$ cat src/pd_irq_pkg.sv
// Constants for the PD MAC interrupt enable and clock request block
package pd_irq_pkg;
	// Register indices; the byte address is four times the index
	localparam logic [13:0] IDX_ACT_STAT = 14'h1a84;
	localparam logic [13:0] IDX_SOP_STAT = 14'h1a85;
	localparam logic [13:0] IDX_TX_EN = 14'h1a86;
	localparam logic [13:0] IDX_RX_EN = 14'h1a87;
	localparam logic [13:0] IDX_RXF_EN = 14'h1a88;
	localparam logic [13:0] IDX_PM_EN = 14'h1a89;
	localparam logic [13:0] IDX_SOP_EN = 14'h1a8a;
	// Writable or readable bits per register
	localparam logic [7:0] MASK_ACT = 8'h01;
	localparam logic [7:0] MASK_SOP = 8'h1f;
	localparam logic [7:0] MASK_TX = 8'hff;
	localparam logic [7:0] MASK_RX = 8'hef;
	localparam logic [7:0] MASK_RXF = 8'h8f;
	localparam logic [7:0] MASK_PM = 8'h0d;
	// Values after reset
	localparam logic [7:0] RST_BYTE = 8'h00;
	localparam logic [4:0] RST_SOP = 5'h00;
	localparam logic [31:0] RST_WORD = 32'h0000_0000;
	// Control bit positions in the power event register
	localparam int unsigned PM_STOP_BIT = 3;
	localparam int unsigned PM_WAKE_BIT = 2;
	localparam int unsigned PM_ACT_BIT = 0;
	// Number of frame start types
	localparam int unsigned SOP_NUM = 5;
endpackage

$ cat src/pd_irq_ctrl.sv
// PD MAC interrupt gating, frame start flags and clock request logic
//
// Decided for this implementation: the Wishbone slave port.
`timescale 1ns/1ps
// Functional notes
// - Frame start flag sets even if type disabled
// - Five frame start flags, bits 7:5 read zero
// - Frame start flags drive their own interrupt
// - Flags set by hardware, write one clears
// - Each frame start enable gates its flag into the interrupt
// - Frame start enables gate interrupts only, flags still record
// - All enable bits reset to zero
// - Transmit enable bit map, bits 7 to 0
// - Receive enable bit map, bit 4 reserved
// - Receive fault enable map, bits 6:4 reserved
// - Clock stop enable requests stop when idle
// - Clock needed low whenever MAC idle and squelch inactive
// - Wake enable requests clock on activity
// - Squelch active always means clock needed
// - Stop and wake enables ignore wake flag
// - Power bit 0 enables wake flag, bit 2 wake, bit 3 stop, others reserved
// - Wake flag set at line activity start
// - Wake flag never sets while disabled
module pd_irq_ctrl
	import pd_irq_pkg::*;
(
	input wire logic MCLK,
	input wire logic SYS_RST,
	input wire logic CYC_I,
	input wire logic STB_I,
	input wire logic WE_I,
	input wire logic [15:0] ADR_I,
	input wire logic [3:0] SEL_I,
	input wire logic [31:0] DAT_I,
	output logic [31:0] DAT_O,
	output logic ACK_O,
	input wire logic [4:0] SOP_DETECT,
	input wire logic [7:0] TX_STATUS,
	input wire logic [7:0] RX_STATUS,
	input wire logic [7:0] RX_FAULT_STATUS,
	input wire logic MAC_IDLE,
	input wire logic SQUELCH_ACTIVE,
	input wire logic RX_LINE,
	output logic TX_IRQ,
	output logic RX_IRQ,
	output logic RX_FAULT_IRQ,
	output logic PM_IRQ,
	output logic SOP_IRQ,
	output logic CLK_STOP_REQ,
	output logic CLK_START_REQ,
	output logic CLK_NEEDED
);

	// ********************************
	// Decode helper
	// ********************************

	// Word aligned match of a register index
	function automatic logic hit(input logic [15:0] adr, input logic [13:0] idx);
		hit = (adr[15:2] == idx) && (adr[1:0] == 2'h0);
	endfunction

	// ********************************
	// Declarations
	// ********************************

	logic ack_q; // Bus answer, one cycle
	logic [31:0] rdat_q; // Read data holder
	logic [7:0] rdat_d; // Read data next value
	logic req; // New request this cycle
	logic wr; // Write with low lane selected
	logic [4:0] sop_q; // Frame start type flags
	logic [7:0] tx_en_q; // Transmit enable mask
	logic [7:0] rx_en_q; // Receive enable mask
	logic [7:0] rxf_en_q; // Receive fault enable mask
	logic [7:0] pm_en_q; // Power event enable/control
	logic [4:0] sop_en_q; // Frame start type mask
	logic act_q; // Activity wake flag
	logic rx_s1_q; // Line sync, first stage
	logic rx_s2_q; // Line sync, second stage
	logic rx_s3_q; // Delayed copy for edge find
	logic rx_rise; // Start of line activity
	logic wake_q; // Wake request pending
	logic tx_irq_q; // Registered group outputs
	logic rx_irq_q;
	logic rxf_irq_q;
	logic pm_irq_q;
	logic sop_irq_q;
	logic stop_q; // Clock stop request
	logic need_q; // Clock needed indication

	// ********************************
	// Wishbone slave
	// ********************************

	// Only a fresh strobe counts; ack_q blocks repeats
	assign req = CYC_I && STB_I && !ack_q;
	// Registers live in the low byte lane
	assign wr = req && WE_I && SEL_I[0];

	// Answer every access in the next cycle
	always_ff @(posedge MCLK or posedge SYS_RST) begin
		if (SYS_RST) begin
			ack_q <= 1'b0;
		end else begin
			ack_q <= req;
		end
	end

	// Read mux; reserved bits and unmapped addresses read zero
	always_comb begin
		rdat_d = RST_BYTE;
		if (hit(ADR_I, IDX_ACT_STAT)) begin
			rdat_d = {7'h00, act_q};
		end else if (hit(ADR_I, IDX_SOP_STAT)) begin
			rdat_d = {3'h0, sop_q};
		end else if (hit(ADR_I, IDX_TX_EN)) begin
			rdat_d = tx_en_q;
		end else if (hit(ADR_I, IDX_RX_EN)) begin
			rdat_d = rx_en_q;
		end else if (hit(ADR_I, IDX_RXF_EN)) begin
			rdat_d = rxf_en_q;
		end else if (hit(ADR_I, IDX_PM_EN)) begin
			rdat_d = pm_en_q;
		end else if (hit(ADR_I, IDX_SOP_EN)) begin
			rdat_d = {3'h0, sop_en_q};
		end
	end

	// Capture read data with the answer
	always_ff @(posedge MCLK or posedge SYS_RST) begin
		if (SYS_RST) begin
			rdat_q <= RST_WORD;
		end else if (req && !WE_I) begin
			rdat_q <= {24'h000000, rdat_d};
		end
	end

	// ********************************
	// Enable registers
	// ********************************

	// Plain read/write masks, reserved bits forced low
	always_ff @(posedge MCLK or posedge SYS_RST) begin
		if (SYS_RST) begin
			tx_en_q <= RST_BYTE;
			rx_en_q <= RST_BYTE;
			rxf_en_q <= RST_BYTE;
			pm_en_q <= RST_BYTE;
			sop_en_q <= RST_SOP;
		end else if (wr) begin
			if (hit(ADR_I, IDX_TX_EN)) begin
				tx_en_q <= DAT_I[7:0] & MASK_TX;
			end else if (hit(ADR_I, IDX_RX_EN)) begin
				rx_en_q <= DAT_I[7:0] & MASK_RX;
			end else if (hit(ADR_I, IDX_RXF_EN)) begin
				rxf_en_q <= DAT_I[7:0] & MASK_RXF;
			end else if (hit(ADR_I, IDX_PM_EN)) begin
				pm_en_q <= DAT_I[7:0] & MASK_PM;
			end else if (hit(ADR_I, IDX_SOP_EN)) begin
				sop_en_q <= DAT_I[4:0] & MASK_SOP[4:0];
			end
		end
	end

	// ********************************
	// Frame start flags
	// ********************************

	// One flag per type; detection ignores receive control setup
	// A detect in the clearing cycle wins over the clear
	generate
		for (genvar i = 0; i < SOP_NUM; i++) begin : g_sop
			always_ff @(posedge MCLK or posedge SYS_RST) begin
				if (SYS_RST) begin
					sop_q[i] <= 1'b0;
				end else if (SOP_DETECT[i]) begin
					sop_q[i] <= 1'b1;
				end else if (wr && hit(ADR_I, IDX_SOP_STAT) && DAT_I[i]) begin
					sop_q[i] <= 1'b0;
				end
			end
		end
	endgenerate

	// ********************************
	// Activity wake detection
	// ********************************

	// Two stage sync of the receive line pin
	always_ff @(posedge MCLK or posedge SYS_RST) begin
		if (SYS_RST) begin
			rx_s1_q <= 1'b0;
			rx_s2_q <= 1'b0;
			rx_s3_q <= 1'b0;
		end else begin
			rx_s1_q <= RX_LINE;
			rx_s2_q <= rx_s1_q;
			rx_s3_q <= rx_s2_q;
		end
	end

	// Edge only from the second stage on
	assign rx_rise = rx_s2_q && !rx_s3_q;

	// Flag blocked entirely while its enable is clear
	// Sync adds two cycles; it is why the clock must be running
	always_ff @(posedge MCLK or posedge SYS_RST) begin
		if (SYS_RST) begin
			act_q <= 1'b0;
		end else if (rx_rise && pm_en_q[PM_ACT_BIT]) begin
			act_q <= 1'b1;
		end else if (wr && hit(ADR_I, IDX_ACT_STAT) && DAT_I[0]) begin
			act_q <= 1'b0;
		end
	end

	// ********************************
	// Clock requests
	// ********************************

	// Wake request spans activity start until squelch takes over
	always_ff @(posedge MCLK or posedge SYS_RST) begin
		if (SYS_RST) begin
			wake_q <= 1'b0;
		end else if (SQUELCH_ACTIVE || !pm_en_q[PM_WAKE_BIT]) begin
			wake_q <= 1'b0;
		end else if (rx_rise) begin
			wake_q <= 1'b1;
		end
	end

	// Stop request and clock needed; software sleeps otherwise
	always_ff @(posedge MCLK or posedge SYS_RST) begin
		if (SYS_RST) begin
			stop_q <= 1'b0;
			need_q <= 1'b0;
		end else begin
			stop_q <= pm_en_q[PM_STOP_BIT] && MAC_IDLE;
			need_q <= SQUELCH_ACTIVE || !MAC_IDLE;
		end
	end

	// ********************************
	// Interrupt outputs
	// ********************************

	// Level outputs, each an OR of enabled flags
	always_ff @(posedge MCLK or posedge SYS_RST) begin
		if (SYS_RST) begin
			tx_irq_q <= 1'b0;
			rx_irq_q <= 1'b0;
			rxf_irq_q <= 1'b0;
			pm_irq_q <= 1'b0;
			sop_irq_q <= 1'b0;
		end else begin
			tx_irq_q <= |(TX_STATUS & tx_en_q);
			rx_irq_q <= |(RX_STATUS & rx_en_q);
			rxf_irq_q <= |(RX_FAULT_STATUS & rxf_en_q);
			pm_irq_q <= act_q && pm_en_q[PM_ACT_BIT];
			sop_irq_q <= |(sop_q & sop_en_q);
		end
	end

	// Every output straight from a flip-flop
	assign DAT_O = rdat_q;
	assign ACK_O = ack_q;
	assign TX_IRQ = tx_irq_q;
	assign RX_IRQ = rx_irq_q;
	assign RX_FAULT_IRQ = rxf_irq_q;
	assign PM_IRQ = pm_irq_q;
	assign SOP_IRQ = sop_irq_q;
	assign CLK_STOP_REQ = stop_q;
	assign CLK_START_REQ = wake_q;
	assign CLK_NEEDED = need_q;
endmodule // pd_irq_ctrl

$ cat config.mk
export PLATFORM = sky130hd
export DESIGN_NAME = pd_irq_ctrl
export DESIGN_NICKNAME = d
export VERILOG_FILES = /design/src/pd_irq_pkg.sv /design/src/pd_irq_ctrl.sv
export SDC_FILE = /design/constraint.sdc
export NUM_CORES = 1
export LEC_CHECK = 0
export BUFFER_PORTS_ARGS = -buffer_cell sky130_fd_sc_hd__buf_2
export CAP_MARGIN = 0
export CORE_ASPECT_RATIO = 0.8
export CORE_MARGIN = 2
export CORE_UTILIZATION = 46
export CTS_CLUSTER_DIAMETER = 30
export DETAILED_ROUTE_END_ITERATION = 12
export MAX_ROUTING_LAYER = met4
export PLACE_DENSITY_LB_ADDON = 0.1
export SLEW_MARGIN = 30
export SYNTH_ARGS = -nofsm -noshare
export SYNTH_HDL_FRONTEND = slang
export SYNTH_SLANG_ARGS = --single-unit
$ cat constraint.sdc
create_clock -name MCLK -period 2.6 [get_ports MCLK]
set_input_delay 0.13 -clock MCLK [delete_from_list [all_inputs] [get_ports MCLK]]
set_output_delay 0.13 -clock MCLK [all_outputs]
set_load 0.01 [all_outputs]
Word level (Yosys, flattened, before mapping)
Cells that the tools add are included. W data, S select, Z words.

Output and inout port bits: 41. Memory bits (read-only): 0. Bits in latches: 0. Memories: 0. Bits in writable memories: 0. Input bits: 89. Bits in registers: 54.

$lt $le $gt $ge: 0. Bitwise gates (word level): 8. Multiply operators: 0. Reductions and logical operators: 48. Add/subtract/negate cells: 0. Div/mod/pow operators: 0. Shift operators: 0. Equal/unequal tests: 7. Multiplexer cells: 21.

Operators with widths (number): $eq A14 B13 Y1 const B (7); $mux W8 (5); $and A8 B8 Y8 (3); $logic_and A1 B1 Y1 (24); $reduce_or A8 Y1 (3); $mux W1 (14); $reduce_bool A2 Y1 (7); $mux W5 (2); $reduce_and A6 Y1 (1); $and A5 B5 Y5 (1); $logic_not A1 Y1 (5); $reduce_and A5 Y1 (1); $reduce_or A5 Y1 (1); $not A1 Y1 (4); $reduce_and A4 Y1 (1); $reduce_and A3 Y1 (1); $logic_not A2 Y1 (1); $logic_or A1 B1 Y1 (2); $reduce_and A2 Y1 (1).

Depth between registers and ports, before layout
Depth in word-level cells: 9. Mapped depth: 6. Mapped depth without buffers: 4.

Worst setup path before layout
Ideal clock, no wire load.

Path type: flip-flop to flip-flop. From: register ack_q, in the netlist ACK_O. To: register rx_en_q[0]. Slack: 0.562 ns. Library setup time: 0.125 ns. Arrival time: 1.914 ns. Stages on the path, launching flop included: 6. Buffers on the path: 1. Cells stage by stage: dfrtp_1 nand3b_1 nor4_1 and3b_1 buf_4 mux2_2.

Cells in the longest elaborated chain, start to end: 5.

RTL lines: start, declared (RTL line pd_irq_ctrl.sv:67) `logic ack_q;`; start signal, assigned (RTL line pd_irq_ctrl.sv:106) `ack_q <= req;`; $logic_not A1 Y1 (RTL line pd_irq_ctrl.sv:97) `assign req = CYC_I && STB_I && !ack_q;`; $logic_and A1 B1 Y1 (RTL line pd_irq_ctrl.sv:97); $logic_and A1 B1 Y1 (2 in series) (RTL line pd_irq_ctrl.sv:99) `assign wr = req && WE_I && SEL_I[0];`; $reduce_and A3 Y1 (no line); end signal, assigned (RTL line pd_irq_ctrl.sv:155) `rx_en_q <= DAT_I[7:0] & MASK_RX;`; end, declared (RTL line pd_irq_ctrl.sv:74) `logic [7:0] rx_en_q;`.

No other way between the ends. A chain may end at the register's enable or synchronous reset.

Worst setup path after layout
From: register ack_q, in the netlist ACK_O. To: register tx_en_q[0].

Cells in the longest elaborated chain, start to end: 5.

RTL lines: $logic_not A1 Y1 (RTL line pd_irq_ctrl.sv:97); $logic_and A1 B1 Y1 (RTL line pd_irq_ctrl.sv:97); $logic_and A1 B1 Y1 (2 in series) (RTL line pd_irq_ctrl.sv:99); $reduce_and A2 Y1 (no line); end signal, assigned (RTL line pd_irq_ctrl.sv:153) `tx_en_q <= DAT_I[7:0] & MASK_TX;`; end, declared (RTL line pd_irq_ctrl.sv:73) `logic [7:0] tx_en_q;`.

No other way between the ends.

==> impl_results.rst <==
.. list-table::
   :header-rows: 1

   * - Metric
     - Value
   * - Yosys warnings
     - 0
   * - Cell with the most instances after synthesis
     - dfrtp_1
   * - Critical path's slowest cell
     - or4_1
   * - Number of antenna violations at the first check in global routing
     - 0
   * - Delay contributed by the slowest stage of the critical path
     - ~0.7 ns
   * - Leakage power total
     - roughly 1.6 nW
   * - Proportion of synthesized flip-flops having asynchronous set or reset
     - 100%
   * - Wire length after detailed routing
     - between 6 and 7 mm
   * - Post-route ant nets
     - 0
   * - Initial DRT Pass Iterations
     - 4
   * - Number of nets in the layout
     - about 410
   * - Biggest area contributors in the synthesized netlist
     - dfrtp_1 (50%), mux2_2 (13%), buf_4 (6.9%), a22oi_1 (2.8%), nand2_1 (2.6%)
   * - Worst supply voltage drop on vdd
     - 278 uV
   * - Crit path launch type
     - flip-flop
   * - Maximum buffer depth of the clock tree
     - 2
   * - Number of failing hold endpoints at the final stage
     - 49
   * - Die W
     - about 90 um
   * - Count of standard-cell rows
     - 25
   * - Post-CTS setup buffer count
     - 0
   * - Portion of synthesized cell area occupied by the leading cell type
     - 49.6%
   * - Post-synthesis register bit count
     - 54
   * - Violations in the final reports
     - hold timing
   * - Cell count after synthesis
     - 233
   * - Global-route wire length before repair
     - between 9 and 10 mm
   * - TritonCTS clock tree
     - yes
   * - Power density over cell area
     - between 400 and 500 nW/um^2
   * - Number of distinct library cells after synthesis
     - 42
   * - Clock buffer count from CTS
     - 5
   * - Die boundary height
     - ~73 um
   * - Initial drt markers
     - 220
   * - Synthesis-to-finish area growth
     - 19.9%
   * - # port buffers
     - between 70 and 80
   * - Initial cell density of the core
     - between 40% and 50%
   * - Critical path endpoint category
     - flip-flop
   * - Mean number of vias per cell
     - approximately 5.2
   * - Antenna diode count
     - 0
   * - Class of the worst hold path
     - in2async
   * - Period utilisation layout
     - between 70% and 80%
   * - Source-to-sink clock delay at the later pin of the worst-skew pair
     - 0.32 ns
   * - Clock transition at path regs
     - 0.10 ns
   * - Fraction of layout cells with a size suffix above 1
     - just over 40%
   * - Unrepaired setup endpoints after global routing
     - false
   * - Root Buffer
     - clkbuf_8
   * - Minimum clock period
     - about 2.1 ns
   * - Mean area per synthesized cell
     - roughly 12 sq um
   * - Area of the die
     - around 6600 sq um
   * - Number of maximum-capacitance constraint violations
     - 0
   * - Critical path type
     - reg2reg
   * - Crit-path cells
     - or4_1 > nor3_4 > mux2_2
   * - Routed length per instance
     - approximately 16 um
   * - Fin util
     - approximately 56%
   * - Global router's overall resource usage
     - between 20% and 30%
   * - Largest area contributor in the synthesized netlist
     - dfrtp_1
   * - Register area share after synthesis
     - between 40% and 50%
   * - Detail Placement HPWL
     - approximately 4.7 mm
   * - Data required time at the worst endpoint
     - 2.81 ns
   * - Via count of the first global-routing pass
     - 1,902
   * - Max Slew Vio Count
     - 0
   * - Remaining max-slew budget at the tightest pin
     - 55.0%
   * - Post-synth top cells
     - dfrtp_1 (54), mux2_2 (32), buf_4 (25)
   * - Max Clock Skew
     - around 0.014 ns
   * - Maximum number of pins on one net before global-route repair
     - 55
   * - Total via count in the routed design
     - 2,085
   * - Number of instances resized during post-cts repair
     - 0
   * - H-tree depth
     - 2
   * - Number of sinks handled by clock tree synthesis
     - 54
   * - Number of synthesized flops with an enable pin
     - 0
   * - Peak Freq
     - between 400 and 500 MHz
   * - Number of setup violations in the final report
     - 0
   * - Drt drc
     - 0
   * - Total global routing overflow
     - 0
   * - Arrival time at the worst endpoint
     - around 2.3 ns
   * - Maximum fanout along the worst path
     - 8
   * - Post-synthesis instance area
     - roughly 2700 sq um
   * - Worst Tran Pin Value
     - 0.675 ns
   * - Final hold slack
     - -0.0150 ns
   * - Run status
     - finished, violations left
   * - Total core area
     - 5820 sq um
   * - Post-synth top flop
     - dfrtp_1
   * - Setup TNS Final
     - 0 ns
   * - Weighted congestion at the end of routability-driven global placement
     - about 0.86
   * - Number of placed I/O pins
     - between 100 and 150
## final cells by class
class,instances,area [sq um]
clock buffers,6,72.6
clock inverters,2,13.8
fillers,560,2550
inverters,5,18.8
multi-input cells,164,1220
flip-flops and latches,54,1350
well taps,81,101
repair buffers,87,485
## worst max-delay path, delay by kind of cell, from the launching register on
| kind | cells | cell delay [ns] |
|---|---|---|
| DFF | 1 | 0.41 |
| muxes | 1 | 0.39 |
| and+or+nand+nor | 2 | 1.16 |
## flip-flops by register name (all words and copies together) (netlist names), 3 cells and up
register	flops
rxf_en_q	5
sop_en_q	5
tx_en_q	8
sop_q	5
rx_en_q	7
pm_en_q	3
DAT_O	8
## where the power goes
group / switching, mW / total [mW] / internal (mW)
logic: 0.0874 / 0.147 / 0.0593
clock network: 0.284 / 0.475 / 0.191
registers: 0.00141 / 0.845 / 0.843
## logic make-up after synthesis
group / share of synthesized area, %
flip-flops: 49.6
multiplexers: 15.1
AO/OA/AOI/OAI: 11.4
AND/OR/NAND/NOR: 15.0
buffers and inverters: 8.73
other: 0.138
## layer usage
| layer | routed length [um] | global-route usage, % | vias up |
|---|---|---|---|
| met2 | 2560 | 28.4 | 96 |
| li1 | - | - | 975 |
| met4 | 87 | 7.69 | 0 |
| met3 | 585 | 4.55 | 10 |
| met5 | 0 | - | - |
| met1 | 3070 | 29.8 | 1004 |
## placed cells by master, fill, tap and decap left out, drive strengths merged, types with 2 or more instances in the layout
cell / netlist / layout
buf: 28 / 80
dfrtp: 54 / 54
mux2: 32 / 32
conb: 1 / 24
nand2: 19 / 19
a22oi: 10 / 10
o21ai: 8 / 8
dlygate4sd3: 0 / 7
nor2b: 6 / 6
nand4: 6 / 6
clkbuf: 5 / 6
mux2i: 5 / 5
a21o: 5 / 5
inv: 5 / 5
a222oi: 4 / 4
nand3b: 4 / 4
nand2b: 4 / 4
o31ai: 3 / 3
a22o: 3 / 3
nor3: 3 / 3
nor3b: 2 / 2
nand4bb: 2 / 2
or4: 2 / 2
a32oi: 2 / 2
a21oi: 2 / 2
nor2: 2 / 2
and2: 2 / 2
or4b: 2 / 2
nor4: 2 / 2
clkinv: 0 / 2
## per-stage QoR
step	std cells	setup slack [ns]	hold WS, ns	total power, mW	cell area [sq um]
floorplan	256	0.562	0.161	0.956	2810
global placement	384	0.242	0.238	0.999	3110
detailed placement	384	0.234	0.239	1.00	3110
CTS	399	0.549	0.00476	1.48	3260
global route	399	0.447	0.0143	1.53	3260
finish	399	0.540	-0.0150	1.47	3260
## worst paths after layout
kind	slack, ns	start	cells after the start	endpoint
max in group asynchronous	2.17	SYS_RST	3	DAT_O[0]$_DFFE_PP0P_
worst max-delay path	0.54	ACK_O$_DFF_PP0_	3	tx_en_q[0]$_DFFE_PP0P_
worst min-delay path	-0.01	SYS_RST	3	sop_en_q[2]$_DFFE_PP0P_
worst max register to register	0.54	ACK_O$_DFF_PP0_	3	tx_en_q[0]$_DFFE_PP0P_
min in group MCLK	0.03	SOP_DETECT[3]	2	sop_q[3]$_DFFE_PP0P_
worst min register to register	0.35	rx_s1_q$_DFF_PP0_	0	rx_s2_q$_DFF_PP0_
## timing repair
action	4_1_cts	5_1_grt
setup endpoints to repair	0	0
hold buffers	7	0
hold endpoints to repair	7	0
No activity file was read; power rests on OpenSTA's default activity.
